$ cat config.mk
export PLATFORM = sky130hd
export DESIGN_NAME = isd_core
export DESIGN_NICKNAME = d
export VERILOG_FILES = /design/src/shared/isd_pkg.sv /design/src/isd_decode.sv /design/src/isd_core.sv
export VERILOG_INCLUDE_DIRS = /design/src /design/src/shared
export SDC_FILE = /design/constraint.sdc
export NUM_CORES = 1
export LEC_CHECK = 0
export BUFFER_PORTS_ARGS = -buffer_cell sky130_fd_sc_hd__buf_4
export CAP_MARGIN = 20
export CELL_PAD_IN_SITES_DETAIL_PLACEMENT = 1
export CELL_PAD_IN_SITES_GLOBAL_PLACEMENT = 2
export CORE_MARGIN = 5
export CORE_UTILIZATION = 33
export CTS_CLUSTER_DIAMETER = 60
export DETAILED_ROUTE_END_ITERATION = 7
export PLACE_DENSITY = 0.84
export SLEW_MARGIN = 10
export SYNTH_ARGS = -nofsm -noshare
export SYNTH_HDL_FRONTEND = slang
export SYNTH_SLANG_ARGS = --single-unit
$ cat constraint.sdc
create_clock -name clock -period 6.5 [get_ports clock]
set_input_delay 0.65 -clock clock [delete_from_list [all_inputs] [get_ports clock]]
set_output_delay 0.65 -clock clock [all_outputs]
set_load 0.02 [all_outputs]
$ cat src/shared/isd_defines.svh
// constants for the instruction subset decode and execute block
// Notes on behaviour
// - toggle bit b of f, flags kept
// - a=0 access bank, a=1 bank select bank
// - a=0, extended on, f<=5Fh uses indexed offset
// - overflow branch taken only when overflow set
// - zero branch taken only when zero set
// - taken branch target is pc+2+2n
// - branch one cycle, taken two with flush
// - call is two words, k low then high
// - call pushes pc+4, loads target into pc
// - s=1 copies w, status, bank to shadows
// - call two cycles, Q2 Q3 Q4 steps
// - clear writes zero to f, sets zero
// - clear watchdog resets counter, sets both flags
// - complement inverts f, updates negative and zero
// - d=0 result to w, d=1 to f
`ifndef ISD_DEFINES_SVH
`define ISD_DEFINES_SVH
`define ISD_IDX_LIMIT 8'h5F
`define ISD_ACCESS_SPLIT 8'h60
`define ISD_SFR_BANK 4'hF
`define ISD_PC_RESET 21'h000000
`define ISD_FLAG_C 0
`define ISD_FLAG_Z 2
`define ISD_FLAG_OV 3
`define ISD_FLAG_N 4
`define ISD_PC_STEP 21'h000002
`define ISD_CALL_RET 21'h000004
`endif

$ cat src/shared/isd_pkg.sv
// types for the instruction subset decode and execute block
package isd_pkg;
  typedef enum logic [3:0] {
    ISD_Q1 = 4'b0001,
    ISD_Q2 = 4'b0010,
    ISD_Q3 = 4'b0100,
    ISD_Q4 = 4'b1000
  } isd_phase_e;
  typedef enum logic [7:0] {
    ISD_OP_NONE = 8'b00000001,
    ISD_OP_TOGGLE = 8'b00000010,
    ISD_OP_BOV = 8'b00000100,
    ISD_OP_BZ = 8'b00001000,
    ISD_OP_CALL = 8'b00010000,
    ISD_OP_CLR = 8'b00100000,
    ISD_OP_WDT = 8'b01000000,
    ISD_OP_COMPLEMENT_REGISTER_OP = 8'b10000000
  } isd_op_e;
endpackage : isd_pkg

$ cat src/isd_decode.sv
// combinational opcode classifier for the supported subset
module isd_decode (
  input wire logic [15:0] word,
  output isd_pkg::isd_op_e op
);
  always_comb begin
    op = isd_pkg::ISD_OP_NONE;
    if (word[15:12] == 4'h7) begin
      op = isd_pkg::ISD_OP_TOGGLE;
    end else if (word[15:8] == 8'hE4) begin
      op = isd_pkg::ISD_OP_BOV;
    end else if (word[15:8] == 8'hE0) begin
      op = isd_pkg::ISD_OP_BZ;
    end else if (word[15:9] == 7'h76) begin
      op = isd_pkg::ISD_OP_CALL;
    end else if (word[15:9] == 7'h35) begin
      op = isd_pkg::ISD_OP_CLR;
    end else if (word == 16'h0004) begin
      op = isd_pkg::ISD_OP_WDT;
    end else if (word[15:10] == 6'h07) begin
      op = isd_pkg::ISD_OP_COMPLEMENT_REGISTER_OP;
    end
  end
endmodule : isd_decode

$ cat src/isd_core.sv
// quarter-phase execution of the supported instruction subset
`include "isd_defines.svh"
module isd_core #(
  parameter int PC_W = 21
) (
  input wire logic clock,
  input wire logic rst,
  input wire logic [15:0] instr_word,
  input wire logic [15:0] next_word,
  input wire logic instr_valid,
  input wire logic ext_set_en,
  input wire logic [7:0] fsr2_base,
  input wire logic [7:0] data_rd,
  output logic [11:0] data_addr,
  output logic [7:0] data_wr,
  output logic data_we,
  output logic [7:0] working_reg,
  output logic [7:0] status_reg,
  output logic [3:0] bank_select_reg,
  output logic [7:0] working_shadow,
  output logic [7:0] status_shadow,
  output logic [3:0] bank_select_shadow,
  output logic [PC_W-1:0] pc,
  output logic [PC_W-1:0] top_of_stack,
  output logic push_stb,
  output logic wdt_clear,
  output logic timeout_flag_n,
  output logic powerdown_flag_n,
  output logic instr_done,
  output logic flushing
);
  isd_pkg::isd_phase_e ph_reg, ph_next;
  isd_pkg::isd_op_e op_dec, op_reg, op_next;
  logic [15:0] iw_reg, iw_next;
  logic [7:0] val_reg, val_next;
  logic flush_reg, flush_next;
  logic [11:0] addr_reg, addr_next;
  logic [7:0] wdata_reg, wdata_next;
  logic we_reg, we_next;
  logic [7:0] w_reg, w_next, st_reg, st_next, ws_reg, ws_next, ss_reg, ss_next;
  logic [3:0] bsr_reg, bsr_next, bs_reg, bs_next;
  logic [PC_W-1:0] pc_reg, pc_next, tos_reg, tos_next;
  logic push_reg, push_next, wclr_reg, wclr_next;
  logic to_reg, to_next, pd_reg, pd_next, done_reg, done_next;
  logic [7:0] f;
  logic [11:0] ea;
  logic [7:0] res;
  logic take;
  logic [PC_W-1:0] boff;

  isd_decode u_dec (
    .word(instr_word),
    .op(op_dec)
  );

  assign f = iw_reg[7:0];
  assign boff = PC_W'({{(PC_W-9){iw_reg[7]}}, iw_reg[7:0], 1'b0});
  assign take = (op_reg == isd_pkg::ISD_OP_BOV && st_reg[`ISD_FLAG_OV]) ||
    (op_reg == isd_pkg::ISD_OP_BZ && st_reg[`ISD_FLAG_Z]);

  always_comb begin
    ea = {bsr_reg, f};
    if (!iw_reg[8]) begin
      if (ext_set_en && f <= `ISD_IDX_LIMIT) begin
        ea = {4'h0, 8'(fsr2_base + f)};
      end else if (f < `ISD_ACCESS_SPLIT) begin
        ea = {4'h0, f};
      end else begin
        ea = {`ISD_SFR_BANK, f};
      end
    end
  end

  always_comb begin
    ph_next = ph_reg;
    op_next = op_reg;
    iw_next = iw_reg;
    val_next = val_reg;
    flush_next = flush_reg;
    addr_next = addr_reg;
    wdata_next = wdata_reg;
    we_next = 1'b0;
    w_next = w_reg;
    st_next = st_reg;
    bsr_next = bsr_reg;
    ws_next = ws_reg;
    ss_next = ss_reg;
    bs_next = bs_reg;
    pc_next = pc_reg;
    tos_next = tos_reg;
    push_next = 1'b0;
    wclr_next = 1'b0;
    to_next = to_reg;
    pd_next = pd_reg;
    done_next = 1'b0;
    res = ~val_reg;
    case (ph_reg)
      isd_pkg::ISD_Q1: begin
        if (flush_reg) begin
          op_next = isd_pkg::ISD_OP_NONE;
          ph_next = isd_pkg::ISD_Q2;
        end else if (instr_valid) begin
          op_next = op_dec;
          iw_next = instr_word;
          ph_next = isd_pkg::ISD_Q2;
        end
      end
      isd_pkg::ISD_Q2: begin
        addr_next = ea;
        val_next = data_rd;
        if (op_reg == isd_pkg::ISD_OP_CALL) begin
          val_next = iw_reg[7:0];
        end
        ph_next = isd_pkg::ISD_Q3;
      end
      isd_pkg::ISD_Q3: begin
        if (!flush_reg) begin
          pc_next = PC_W'(pc_reg + `ISD_PC_STEP);
        end
        case (op_reg)
          isd_pkg::ISD_OP_TOGGLE: begin
            wdata_next = val_reg ^ (8'h01 << iw_reg[11:9]);
          end
          isd_pkg::ISD_OP_CLR: begin
            wdata_next = 8'h00;
          end
          isd_pkg::ISD_OP_COMPLEMENT_REGISTER_OP: begin
            wdata_next = res;
          end
          isd_pkg::ISD_OP_CALL: begin
            tos_next = PC_W'(pc_reg + `ISD_CALL_RET);
            push_next = 1'b1;
            if (iw_reg[8]) begin
              ws_next = w_reg;
              ss_next = st_reg;
              bs_next = bsr_reg;
            end
          end
          isd_pkg::ISD_OP_WDT: begin
            wclr_next = 1'b1;
            to_next = 1'b1;
            pd_next = 1'b1;
          end
          default: begin
          end
        endcase
        ph_next = isd_pkg::ISD_Q4;
      end
      isd_pkg::ISD_Q4: begin
        flush_next = 1'b0;
        done_next = 1'b1;
        case (op_reg)
          isd_pkg::ISD_OP_TOGGLE: begin
            we_next = 1'b1;
          end
          isd_pkg::ISD_OP_CLR: begin
            we_next = 1'b1;
            st_next[`ISD_FLAG_Z] = 1'b1;
          end
          isd_pkg::ISD_OP_COMPLEMENT_REGISTER_OP: begin
            if (iw_reg[9]) begin
              we_next = 1'b1;
            end else begin
              w_next = wdata_reg;
            end
            st_next[`ISD_FLAG_N] = wdata_reg[7];
            st_next[`ISD_FLAG_Z] = (wdata_reg == 8'h00);
          end
          isd_pkg::ISD_OP_BOV, isd_pkg::ISD_OP_BZ: begin
            if (take) begin
              pc_next = PC_W'(pc_reg + boff);
              flush_next = 1'b1;
            end
          end
          isd_pkg::ISD_OP_CALL: begin
            pc_next = PC_W'({next_word[11:0], val_reg, 1'b0});
            flush_next = 1'b1;
          end
          default: begin
          end
        endcase
        ph_next = isd_pkg::ISD_Q1;
      end
      default: begin
        ph_next = isd_pkg::ISD_Q1;
      end
    endcase
  end

  always_ff @(posedge clock) begin
    if (rst) begin
      ph_reg <= isd_pkg::ISD_Q1;
      op_reg <= isd_pkg::ISD_OP_NONE;
      iw_reg <= 16'h0000;
      val_reg <= 8'h00;
      flush_reg <= 1'b0;
      addr_reg <= 12'h000;
      wdata_reg <= 8'h00;
      we_reg <= 1'b0;
      w_reg <= 8'h00;
      st_reg <= 8'h00;
      bsr_reg <= 4'h0;
      ws_reg <= 8'h00;
      ss_reg <= 8'h00;
      bs_reg <= 4'h0;
      pc_reg <= PC_W'(`ISD_PC_RESET);
      tos_reg <= PC_W'(`ISD_PC_RESET);
      push_reg <= 1'b0;
      wclr_reg <= 1'b0;
      to_reg <= 1'b1;
      pd_reg <= 1'b1;
      done_reg <= 1'b0;
    end else begin
      ph_reg <= ph_next;
      op_reg <= op_next;
      iw_reg <= iw_next;
      val_reg <= val_next;
      flush_reg <= flush_next;
      addr_reg <= addr_next;
      wdata_reg <= wdata_next;
      we_reg <= we_next;
      w_reg <= w_next;
      st_reg <= st_next;
      bsr_reg <= bsr_next;
      ws_reg <= ws_next;
      ss_reg <= ss_next;
      bs_reg <= bs_next;
      pc_reg <= pc_next;
      tos_reg <= tos_next;
      push_reg <= push_next;
      wclr_reg <= wclr_next;
      to_reg <= to_next;
      pd_reg <= pd_next;
      done_reg <= done_next;
    end
  end

  assign data_addr = addr_reg;
  assign data_wr = wdata_reg;
  assign data_we = we_reg;
  assign working_reg = w_reg;
  assign status_reg = st_reg;
  assign bank_select_reg = bsr_reg;
  assign working_shadow = ws_reg;
  assign status_shadow = ss_reg;
  assign bank_select_shadow = bs_reg;
  assign pc = pc_reg;
  assign top_of_stack = tos_reg;
  assign push_stb = push_reg;
  assign wdt_clear = wclr_reg;
  assign timeout_flag_n = to_reg;
  assign powerdown_flag_n = pd_reg;
  assign instr_done = done_reg;
  assign flushing = flush_reg;
endmodule : isd_core

==> metrics.md, run 1 <==
| Metric | Value |
|---|---|
| Outcome | finished clean |
| Clock power share | 50.8% |
| Setup violators final | 0 |
| Synth Register Bits | 114 |
| Syn Area/Cell | 7.67 um^2 |
| Cts hold-fix bufs | 0 |
| RSZ-0062 raised after global routing | no |
| Reg2Reg Setup Slack | 3.45 ns |
| Die H | 157 um |
| Final #Nets | 1102 |
| Core area | 21100 um^2 |
| Synthesis Warnings | 0 |
| Reg2reg start | pc[1] |
| Initial antenna violation count | 0 |
| Fmax achieved | 0.328 GHz |
| WL met2 | 10800 um |
| Post-Synthesis Cells | 926 |
| Most common cell in the netlist | nor2_1 |
| Ys async rst share | 0% |
| Startpoint types | flip-flop |
| WL per Instance | 18.2 um |
| Die width | 157 um |
| Remaining DRCs | 0 |
| Largest net degree at the start of global routing | 64 |
| CP peak stage delay | 0.74 ns |
| Sw frac | 26.7% |
| Ports | 161 |
| Hold Path Depth | 2 |
| Setup tns final | 0 ns |
| Drt first pass iters | 5 |
| Met3 WL post-DR | 1300 um |
| Crit. End Element | flip-flop |
| CP bufs+invs | 1 |
| Synthesized cell area | 7100 um^2 |
| Max Fanout on Critical Path | 15 |
| Kind of critical path | reg2reg |
| Global route overflow | 0 |
| Top FF cell, synth | dfxtp_1 |
| CTS H-tree depth | 4 |
| Top cells by count, synth | nor2_1 (115), dfxtp_1 (114), nand2_1 (111) |
| First-pass GRT wire length | 37900 um |
| Clock transition at the registers of the reported paths | 0.06 ns |
| Seq/Total Area, Yosys | 32.1% |
| Resize count post-CTS | 0 |
| Sequential power share | 39.9% |
| Worst r2r dst | pc[15] |
| Power Density | 210 nW/um^2 |
| Comb power frac | 9.3% |
| Fin cells | 1307 |
| DR top layer | met4 |
| Worst min-delay path category | reg2reg |
| Pins over their slew limit | 0 |
| ANT cells | 0 |
| WL final | 23800 um |
| WL met1 | 11500 um |
| Total clock sinks | 114 |
| Layout area overhead | 22.8% |
| Post-Place Cells | 1276 |
| Clock Latency Late Sink | 0.42 ns |
| Critical Path Start | pc[1] |
| Cell taking the most area after synthesis | dfxtp_1 |
| Layout Skew | 0.00814 ns |
| Iter 0 DRT Violations | 316 |
| Worst Min Path Start | working_shadow[5] |
| Final GP Congestion | 0.849 |
| CP max stage cell | dfxtp_1 |
| CP cell instances | ha_1, inv_1, fa_1, nor2b_1, o21bai_1, a211oi_1, nand2b_1, a21oi_1, or3_1, a41oi_1 |
| Total die area | 24600 um^2 |
| Pint | 1340 uW |
| Hold EP | working_shadow[5] |
| Max_cap viols | 0 |
| Final Critical Period | 3.05 ns |
| Main area contributors after synthesis | dfxtp_1 (32%), nor2_1 (6.1%), nand2_1 (5.9%) |
| EDFF count, synth | 0 |
| Fin. Hold Viols | 0 |
| Tcrit/Tclk final | 46.9% |
| CTS tree | built |
| Leak pwr | 0.00337 uW |
| Crit-path leading delay family | simple AND/OR/NAND/NOR gates |
| Port buffer count | 132 |
| Longest Clk Path Bufs | 2 |
| Num CTS Buffers | 17 |
| Slew headroom | 51.0% |
| Row cnt | 53 |
| Core Util, Final | 41.4% |
| Vias per cell | 5.37 |
| IR drop worst, VDD | 0.000142 V |
| Initial Utilization | 33.7% |
| CP arrival | 3.38 ns |
| Yosys top cell area share | 32.1% |
| Final antenna-violating net count | 0 |
| Register-to-Register Path Depth | 10 |
| Post-CTS Setup Inserts | 0 |
| Post-DP HPWL | 17500 um |
| CP required | 6.84 ns |
| Layout cells sized above 1 | 17.8% |
| Netlist cell types | 67 |
| Number of global-route vias before repair | 6866 |
| P_sw | 488 uW |
| Clock root cell | clkbuf_16 |
| Via count | 7015 |
| Total GRT Usage | 19.3% |
| Worst slew pin tran | 0.735 ns |
## kinds of logic after synthesis
logic type | count (synthesis) | share of synthesized area (%)
other | 2 | 0.106
and+or+nand+nor | 384 | 26.1
adders and majority gates | 30 | 5.50
muxes | 19 | 2.68
AOI/OAI and AO/OA | 240 | 21.9
xor gates and xnor gates | 38 | 4.69
buffers and inverters | 99 | 6.91
DFF | 114 | 32.1
## layout make-up
| type | count | area (um^2) |
|---|---|---|
| Clock inverter | 14 | 155 |
| Multi-Input combinational cell | 735 | 4420 |
| Fill cell | 2621 | 12400 |
| Sequential cell | 114 | 2280 |
| Clock buffer | 17 | 425 |
| Inverter | 12 | 45.0 |
| Timing Repair Buffer | 140 | 1050 |
| Tap cell | 275 | 344 |
## per-stage QoR
step / setup slack (ns) / power, uW / hold WS (ns) / area (um^2)
after detailed placement: 3.48 / 914 / 0.450 / 8140
after global placement: 3.46 / 911 / 0.444 / 8140
after CTS: 3.45 / 1850 / 0.458 / 8720
after floorplan: 4.04 / 860 / 0.474 / 7180
final: 3.45 / 1830 / 0.456 / 8720
after global routing: 3.16 / 1910 / 0.478 / 8720
## worst max path at each step
stage               slack (ns)      to  cells past startpoint
CTS                       3.45  pc[15]                     10
global route              3.16  pc[19]                     10
global placement          3.46  pc[15]                     10
finish                    3.45  pc[15]                     10
detailed placement        3.48  pc[15]                     10
floorplan                 4.04  pc[15]                     10
## metal layers
layer,vias up,GRT usage [%]
met5,-,0
met4,0,4.75
met2,174,30.0
met1,3348,27.4
li1,3479,-
met3,14,3.68
## power by group through the flow
stage	clock network, uW	logic [uW]	registers (uW)
final	929	170	729
after global routing	988	189	731
after CTS	954	170	729
after detailed placement	0	170	744
after global placement	0	167	744
after floorplan	0	121	738
## layout by cell type, fill, tap and decap left out, drive strengths merged, types with 4 or more instances in the layout
| cell type | netlist | final |
|---|---|---|
| xnor2 | 19 | 19 |
| nor2 | 116 | 116 |
| mux2i | 19 | 19 |
| o21ai | 44 | 44 |
| or3 | 9 | 9 |
| o211ai | 5 | 5 |
| nor4 | 12 | 12 |
| nand4 | 10 | 10 |
| nor3b | 5 | 5 |
| a21o | 9 | 9 |
| nand2 | 112 | 112 |
| a21oi | 77 | 77 |
| a22oi | 10 | 10 |
| and4 | 4 | 4 |
| xor2 | 19 | 19 |
| ha | 28 | 28 |
| a211oi | 34 | 34 |
| nand2b | 13 | 13 |
| o21a | 5 | 5 |
| nor2b | 11 | 11 |
| nor3 | 32 | 32 |
| a311oi | 16 | 16 |
| clkinv | 0 | 6 |
| o311ai | 4 | 4 |
| and3 | 8 | 8 |
| buf | 40 | 140 |
| inv | 12 | 16 |
| a31oi | 8 | 8 |
| dfxtp | 114 | 114 |
| conb | 2 | 24 |
| clkbuf | 47 | 17 |
| nand3b | 6 | 6 |
| nand3 | 28 | 28 |
| and2 | 7 | 7 |
## worst reg2reg max path: cells and delay by family (launching register included)
| kind | cells | cell delay [ns] |
|---|---|---|
| adder cells (fa/ha/maj) | 2 | 0.66 |
| flip-flops | 1 | 0.74 |
| AO/OA/AOI/OAI | 4 | 0.74 |
| buffers and inverters | 1 | 0.06 |
| AND/OR/NAND/NOR | 3 | 0.76 |
Power figures use the tool's default switching activity.
==> run 2: changes to the inputs <==
ABC_AREA = 1   (was unset)
CORE_UTILIZATION = 27   (was 33)
PLACE_DENSITY = 0.77   (was 0.84)
clock period = 2.55 ns   (was 6.5 ns; I/O delays follow)
==> run 2 against run 1 <==
- clock skew up 0.0048 ns
- register-to-register slack lost 3.1 ns
- total power rose to 3.0 times the previous value
- first-iteration DRC count is 43% higher
- synthesized area rose by 2.4%
- sequential cell count unchanged
- highest routed layer unchanged
==> metrics.md, run 2 <==
| Metric | Value |
|---|---|
| Outcome | finished clean |
| Setup violators final | 0 (unchanged) |
| Die width | 174 um (+11%) |
| Total clock sinks | 114 (unchanged) |
| Startpoint types | flip-flop |
| Vias per cell | 4.70 (-12%) |
| Crit. End Element | flip-flop |
| CP bufs+invs | 1 (unchanged) |
| Post-Place Cells | 1568 (+23%) |
| WL per Instance | 16.9 um (-7.3%) |
| Pins over their slew limit | 0 (unchanged) |
| CP max stage cell | dfxtp_1 |
| ANT cells | 0 (unchanged) |
| Port buffer count | 132 (unchanged) |
| Post-Synthesis Cells | 1104 (+19%) |
| Max_cap viols | 0 (unchanged) |
| Resize count post-CTS | 0 (unchanged) |
| IR drop worst, VDD | 0.000323 V (+130%) |
| Final Critical Period | 2.22 ns (-0.827 ns) |
| First-pass GRT wire length | 42200 um (+11%) |
| Number of global-route vias before repair | 7409 (+7.9%) |
| Synthesized cell area | 7270 um^2 (+2.4%) |
| Tcrit/Tclk final | 87.0% (+40 points) |
| Global route overflow | 0 (unchanged) |
| Clock root cell | clkbuf_16 |
| Kind of critical path | reg2reg |
| Worst slew pin tran | 0.663 ns (-0.0723 ns) |
| Max Fanout on Critical Path | 3 (-12) |
| Ys async rst share | 0% (unchanged) |
| Fin cells | 1600 (+22%) |
| Fin. Hold Viols | 0 (unchanged) |
| Main area contributors after synthesis | dfxtp_1 (31%), nand2_1 (11%), a21oi_1 (8.7%) |
| Clock transition at the registers of the reported paths | 0.06 ns (about the same) |
| Final GP Congestion | 0.850 (+0.22%) |
| Yosys top cell area share | 31.4% (-0.77 points) |
| CP arrival | 2.52 ns (-0.86 ns) |
| Netlist cell types | 45 (-33%) |
| Row cnt | 60 (+13%) |
| Clock Latency Late Sink | 0.42 ns (about the same) |
| Total die area | 30300 um^2 (+24%) |
| Layout area overhead | 28.4% |
| Leak pwr | 0.00458 uW (+36%) |
| Setup tns final | 0 ns (unchanged) |
| Most common cell in the netlist | nand2_1 |
| Ports | 161 (unchanged) |
| CTS tree | built |
| Initial Utilization | 27.2% (-6.5 points) |
| Commonest non-fill, non-tap cell in the layout | nand2_1 |
| Synthesis Warnings | 0 (unchanged) |
| Synth Register Bits | 114 (unchanged) |
| CTS H-tree depth | 4 (unchanged) |
| Seq/Total Area, Yosys | 31.4% (-0.77 points) |
| Final antenna-violating net count | 0 (unchanged) |
| Via count | 7522 (+7.2%) |
| Crit-path leading delay family | simple AND/OR/NAND/NOR gates |
| Layout cells sized above 1 | 17.6% (-0.28 points) |
| Post-DP HPWL | 21100 um (+21%) |
| Fill count | 3380 (+29%) |
| Final #Nets | 1328 (+21%) |
| Longest Clk Path Bufs | 2 (unchanged) |
| Largest net degree at the start of global routing | 48 (-25%) |
| Slew headroom | 55.8% (+4.8 points) |
| Drt first pass iters | 4 (-1) |
| Most used cell, CP | nand2_1 |
| Top cells by count, synth | nand2_1 (218), inv_1 (144), a21oi_1 (127) |
| CP required | 2.85 ns (-3.99 ns) |
| Core area | 26700 um^2 (+27%) |
| Initial antenna violation count | 0 (unchanged) |
| Power Density | 595 nW/um^2 (+180%) |
| Cts hold-fix bufs | 0 (unchanged) |
| Layout Skew | 0.0129 ns (+0.00478 ns) |
| Commonest cells after routing, fill and taps aside | nand2_1 (218), buf_4 (165), inv_1 (144), a21oi_1 (127), dfxtp_1 (114) |
| CP peak stage delay | 0.41 ns (-0.33 ns) |
| RSZ-0062 raised after global routing | no |
| Worst min-delay path category | in2reg |
| Design area | 9340 um^2 (+7.1%) |
| Remaining DRCs | 0 (unchanged) |
| Dpl cell area | 8670 um^2 (+6.5%) |
| Num CTS Buffers | 17 (unchanged) |
| Post-CTS Setup Inserts | 0 (unchanged) |
| Fmax achieved | 0.451 GHz (+37%) |
| Total GRT Usage | 17.4% (-1.9 points) |
| Syn Area/Cell | 6.59 um^2 (-14%) |
| EDFF count, synth | 0 (unchanged) |
| WL final | 27000 um (+13%) |
| Top FF cell, synth | dfxtp_1 |
| Cell taking the most area after synthesis | dfxtp_1 |
| Die H | 174 um (+11%) |
| Iter 0 DRT Violations | 453 (+43%) |
| CP cell instances | ha_1, inv_1, fa_1, nand3b_1, nand2_1, nand2_1, nand2_1, nand2_1, nand2_1, nand2_1, nand2_1, nand2_1, nand3_1, a21oi_1 |
## run 2: cell types whose count changed in the layout (fill, tap and decap cells not counted), sizes merged, moves of 14 or more
cell / previous run / this run
mux2i: 19 / 0
a311oi: 16 / 0
nand3: 28 / 72
nand2: 112 / 222
a211oi: 34 / 2
nor3: 32 / 15
o21ai: 44 / 98
buf: 140 / 166
o211ai: 5 / 19
inv: 16 / 155
a21oi: 77 / 127
## run 2: metal layers
metal	vias up	routed length [um]	GRT usage (%)
met3	17	933	2.81
met2	127	12000	27.2
met4	0	314	4.39
met5	-	0	0
met1	3508	13800	25.0
li1	3870	-	-
## run 2: metrics by stage
step                      hold WS (ns)  power [uW]  util [%]  worst slack [ns]
after floorplan                  0.400        2520         -             0.521
after global placement           0.435        2810      32.4             0.311
after detailed placement         0.440        2830      32.4             0.302
after CTS                       0.0977        5620      34.9             0.282
after global routing             0.121        5800      34.9             0.105
final                            0.111        5550      34.9             0.331
## run 2: area by class of cell
class | instances | area (um^2) | area share [%]
Timing Repair Buffer | 166 | 1260 | 13.5
Multi-Input combinational cell | 799 | 4150 | 44.4
Inverter | 148 | 557 | 5.96
Sequential cell | 114 | 2280 | 24.4
Tap cell | 341 | 427 | 4.57
Clock buffer | 17 | 425 | 4.56
Clock inverter | 15 | 243 | 2.60
## run 2: path summary, 6_finish.rpt
path                      from                 to  slack [ns]  cells after the start
max                  iw_reg[0]             pc[19]        0.33                     14
min              instr_word[3]          iw_reg[3]        0.11                      3
max reg2reg          iw_reg[0]             pc[19]        0.33                     14
min reg2reg  working_shadow[1]  working_shadow[1]        0.45                      2
## run 2: cell families (layout without fill, tap and decap cells)
| family | count (synthesis) | after routing | synth area share, % |
|---|---|---|---|
| xor+xnor | 32 | 32 | 3.85 |
| fa+ha+maj | 30 | 30 | 5.37 |
| buf+inv | 213 | 346 | 12.8 |
| compound gates | 259 | 259 | 19.1 |
| simple gates | 454 | 454 | 27.4 |
| flops | 114 | 114 | 31.4 |
| other cells | 2 | 24 | 0.103 |
## run 2: worst reg2reg max path, stage by stage, from the launching register on
cell and delay [ns]:
dfxtp_1 0.41, ha_1 0.26, inv_1 0.07, fa_1 0.39, nand3b_1 0.17, nand2_1 0.12
nand2_1 0.07, nand2_1 0.12, nand2_1 0.07, nand2_1 0.10, nand2_1 0.08, nand2_1 0.07
nand2_1 0.05, nand3_1 0.07, a21oi_1 0.06
## run 2: power by group
part / switching (uW) / internal (uW)
registers: 88.6 / 1850
clock network: 994 / 1770
logic: 549 / 300
total: 1630 / 3920
==> run 3: changes to the inputs <==
CORE_UTILIZATION = 32   (was 27)
PLACE_DENSITY = 0.86   (was 0.77)
clock period = 2.67 ns   (was 2.55 ns; I/O delays follow)
==> run 3 against run 2 <==
- global-route usage up 2.8 points
- clock-buffer cell count up 1
- non-clock buffer count down 1
- total power down 12%
- critical path type unchanged
- highest routed layer unchanged
==> metrics.md, run 3 (synthesized netlist as in run 2, its figures left out) <==
| Metric | Value |
|---|---|
| Fmax achieved | 0.444 GHz (-1.5%) |
| Worst slew pin tran | 0.583 ns (-0.0799 ns) |
| Initial Utilization | 32.3% (+5.1 points) |
| Drt first pass iters | 5 (+1) |
| First-pass GRT wire length | 42500 um (+0.74%) |
| Clock root cell | clkbuf_16 |
| Total power | 4910 uW (-12%) |
| Row cnt | 55 (-8.3%) |
| Core area | 22500 um^2 (-16%) |
| Outcome | finished clean |
| Fin. Hold Viols | 0 (unchanged) |
| Via count | 7654 (+1.8%) |
| GR Util met2 | 31.6% (+4.4 points) |
| Setup violators final | 0 (unchanged) |
| Longest Clk Path Bufs | 2 (unchanged) |
| Met3 usage | 3.13% (+0.33 points) |
| Setup ws final | 0.417 ns (+0.0864 ns) |
| Clock transition at the registers of the reported paths | 0.06 ns (about the same) |
| Tcrit/Tclk final | 84.4% (-2.7 points) |
| Startpoint types | flip-flop |
| RSZ-0062 raised after global routing | no |
| Remaining DRCs | 0 (unchanged) |
| Number of global-route vias before repair | 7844 (+5.9%) |
| Port buffer count | 132 (unchanged) |
| ANT cells | 0 (unchanged) |
| Global route overflow | 0 (unchanged) |
| Fin Hold WS | 0.117 ns (+0.00563 ns) |
| Post-CTS Setup Inserts | 0 (unchanged) |
| Die width | 161 um (-7.7%) |
| Setup tns final | 0 ns (unchanged) |
| Cts hold-fix bufs | 0 (unchanged) |
| Pins over their slew limit | 0 (unchanged) |
| Ports | 161 (unchanged) |
| Die H | 161 um (-7.7%) |
| Setup WS pre-CTS | 0.422 ns (+0.120 ns) |
| Post-DP HPWL | 20400 um (-3.5%) |
| CP arrival | 2.56 ns (+0.04 ns) |
| Iter 0 DRT Violations | 410 (-9.5%) |
| Kind of critical path | reg2reg |
| Fill count | 2942 (-13%) |
| Final GP Congestion | 0.887 (+4.3%) |
| Slew headroom | 61.0% (+5.2 points) |
| Worst min-delay path category | in2reg |
| WL final | 26200 um (-3.2%) |
| Vias per cell | 4.96 (+5.6%) |
| Layout area overhead | 26.0% |
| Clock Latency Late Sink | 0.42 ns (about the same) |
| Power Density | 536 nW/um^2 (-9.9%) |
| Num CTS Buffers | 17 (unchanged) |
| Final #Nets | 1327 (-0.075%) |
| Crit. End Element | flip-flop |
| IR drop worst, VDD | 0.000368 V (+14%) |
| CP required | 2.97 ns (+0.12 ns) |
| WL per Instance | 17.0 um (+0.43%) |
| Resize count post-CTS | 0 (unchanged) |
| CTS H-tree depth | 4 (unchanged) |
| Final antenna-violating net count | 0 (unchanged) |
| Final Critical Period | 2.25 ns (+0.0336 ns) |
| CTS tree | built |
| Commonest cells after routing, fill and taps aside | nand2_1 (218), buf_4 (164), inv_1 (144), a21oi_1 (127), dfxtp_1 (114) |
| Total GRT Usage | 20.2% (+2.8 points) |
| Initial antenna violation count | 0 (unchanged) |
| GRT busiest layer | met2 |
| Total die area | 25800 um^2 (-15%) |
| Commonest non-fill, non-tap cell in the layout | nand2_1 |
| Met1 GRT Util | 29.0% (+4.0 points) |
| Max Fanout on Critical Path | 8 (+5) |
| Layout cells sized above 1 | 17.4% (-0.13 points) |
| Layout Skew | 0.0130 ns (+0.000123 ns) |
| Max_cap viols | 0 (unchanged) |
| Leak pwr | 0.00452 uW (-1.3%) |
| Total clock sinks | 114 (unchanged) |
| Largest net degree at the start of global routing | 35 (-27%) |
## run 3: per-layer routing
metal,vias up,share of wire (%),wire (um)
li1,3878,-,-
met2,176,44,11600
met1,3568,50,13000
met5,-,0,0
met4,0,1.6,415
met3,32,4.2,1100
## run 3: worst max-delay path, cell delays in order (launching register included)
cell	delay [ns]
dfxtp_1	0.56
ha_1	0.37
nand2_1	0.11
inv_1	0.05
a21oi_1	0.32
inv_1	0.07
a21oi_1	0.19
nand2_1	0.08
nand2_1	0.06
nand3_1	0.15
nand2_1	0.11
a21oi_1	0.06
## run 3: stage by stage
step | utilization [%] | area (um^2) | instances
2_1_floorplan | - | 7360 | 1126
3_3_place_gp | 38.2 | 8590 | 1511
3_5_place_dp | 38.2 | 8590 | 1511
4_1_cts | 40.7 | 9170 | 1542
6_report | 40.7 | 9170 | 1542
5_1_grt | 40.7 | 9170 | 1542
## run 3: path summary, 6_finish.rpt
check,start,endpoint,slack (ns),cells past startpoint
max,iw_reg[7],pc[16],0.42,11
min,instr_word[4],iw_reg[4],0.12,3
max reg2reg,iw_reg[7],pc[16],0.42,11
min reg2reg,working_shadow[2],working_shadow[2],0.44,2
## run 3: layout make-up
| class | instances | area (um^2) | share of cell area, % |
|---|---|---|---|
| timing repair buffer | 165 | 1250 | 13.6 |
| tap | 285 | 357 | 3.89 |
| sequential | 114 | 2280 | 24.9 |
| clock inverter | 13 | 136 | 1.49 |
| clock buffer | 18 | 439 | 4.79 |
| inverter | 148 | 557 | 6.07 |
| multi-input combinational | 799 | 4150 | 45.2 |
## run 3: power by group
group / leakage, uW / switching, uW / total (uW) / internal (uW)
clock: 0.000274 / 860 / 2250 / 1390
combinational: 0.00332 / 523 / 809 / 286
sequential: 0.000922 / 81.8 / 1850 / 1770
total: 0.00452 / 1470 / 4910 / 3450
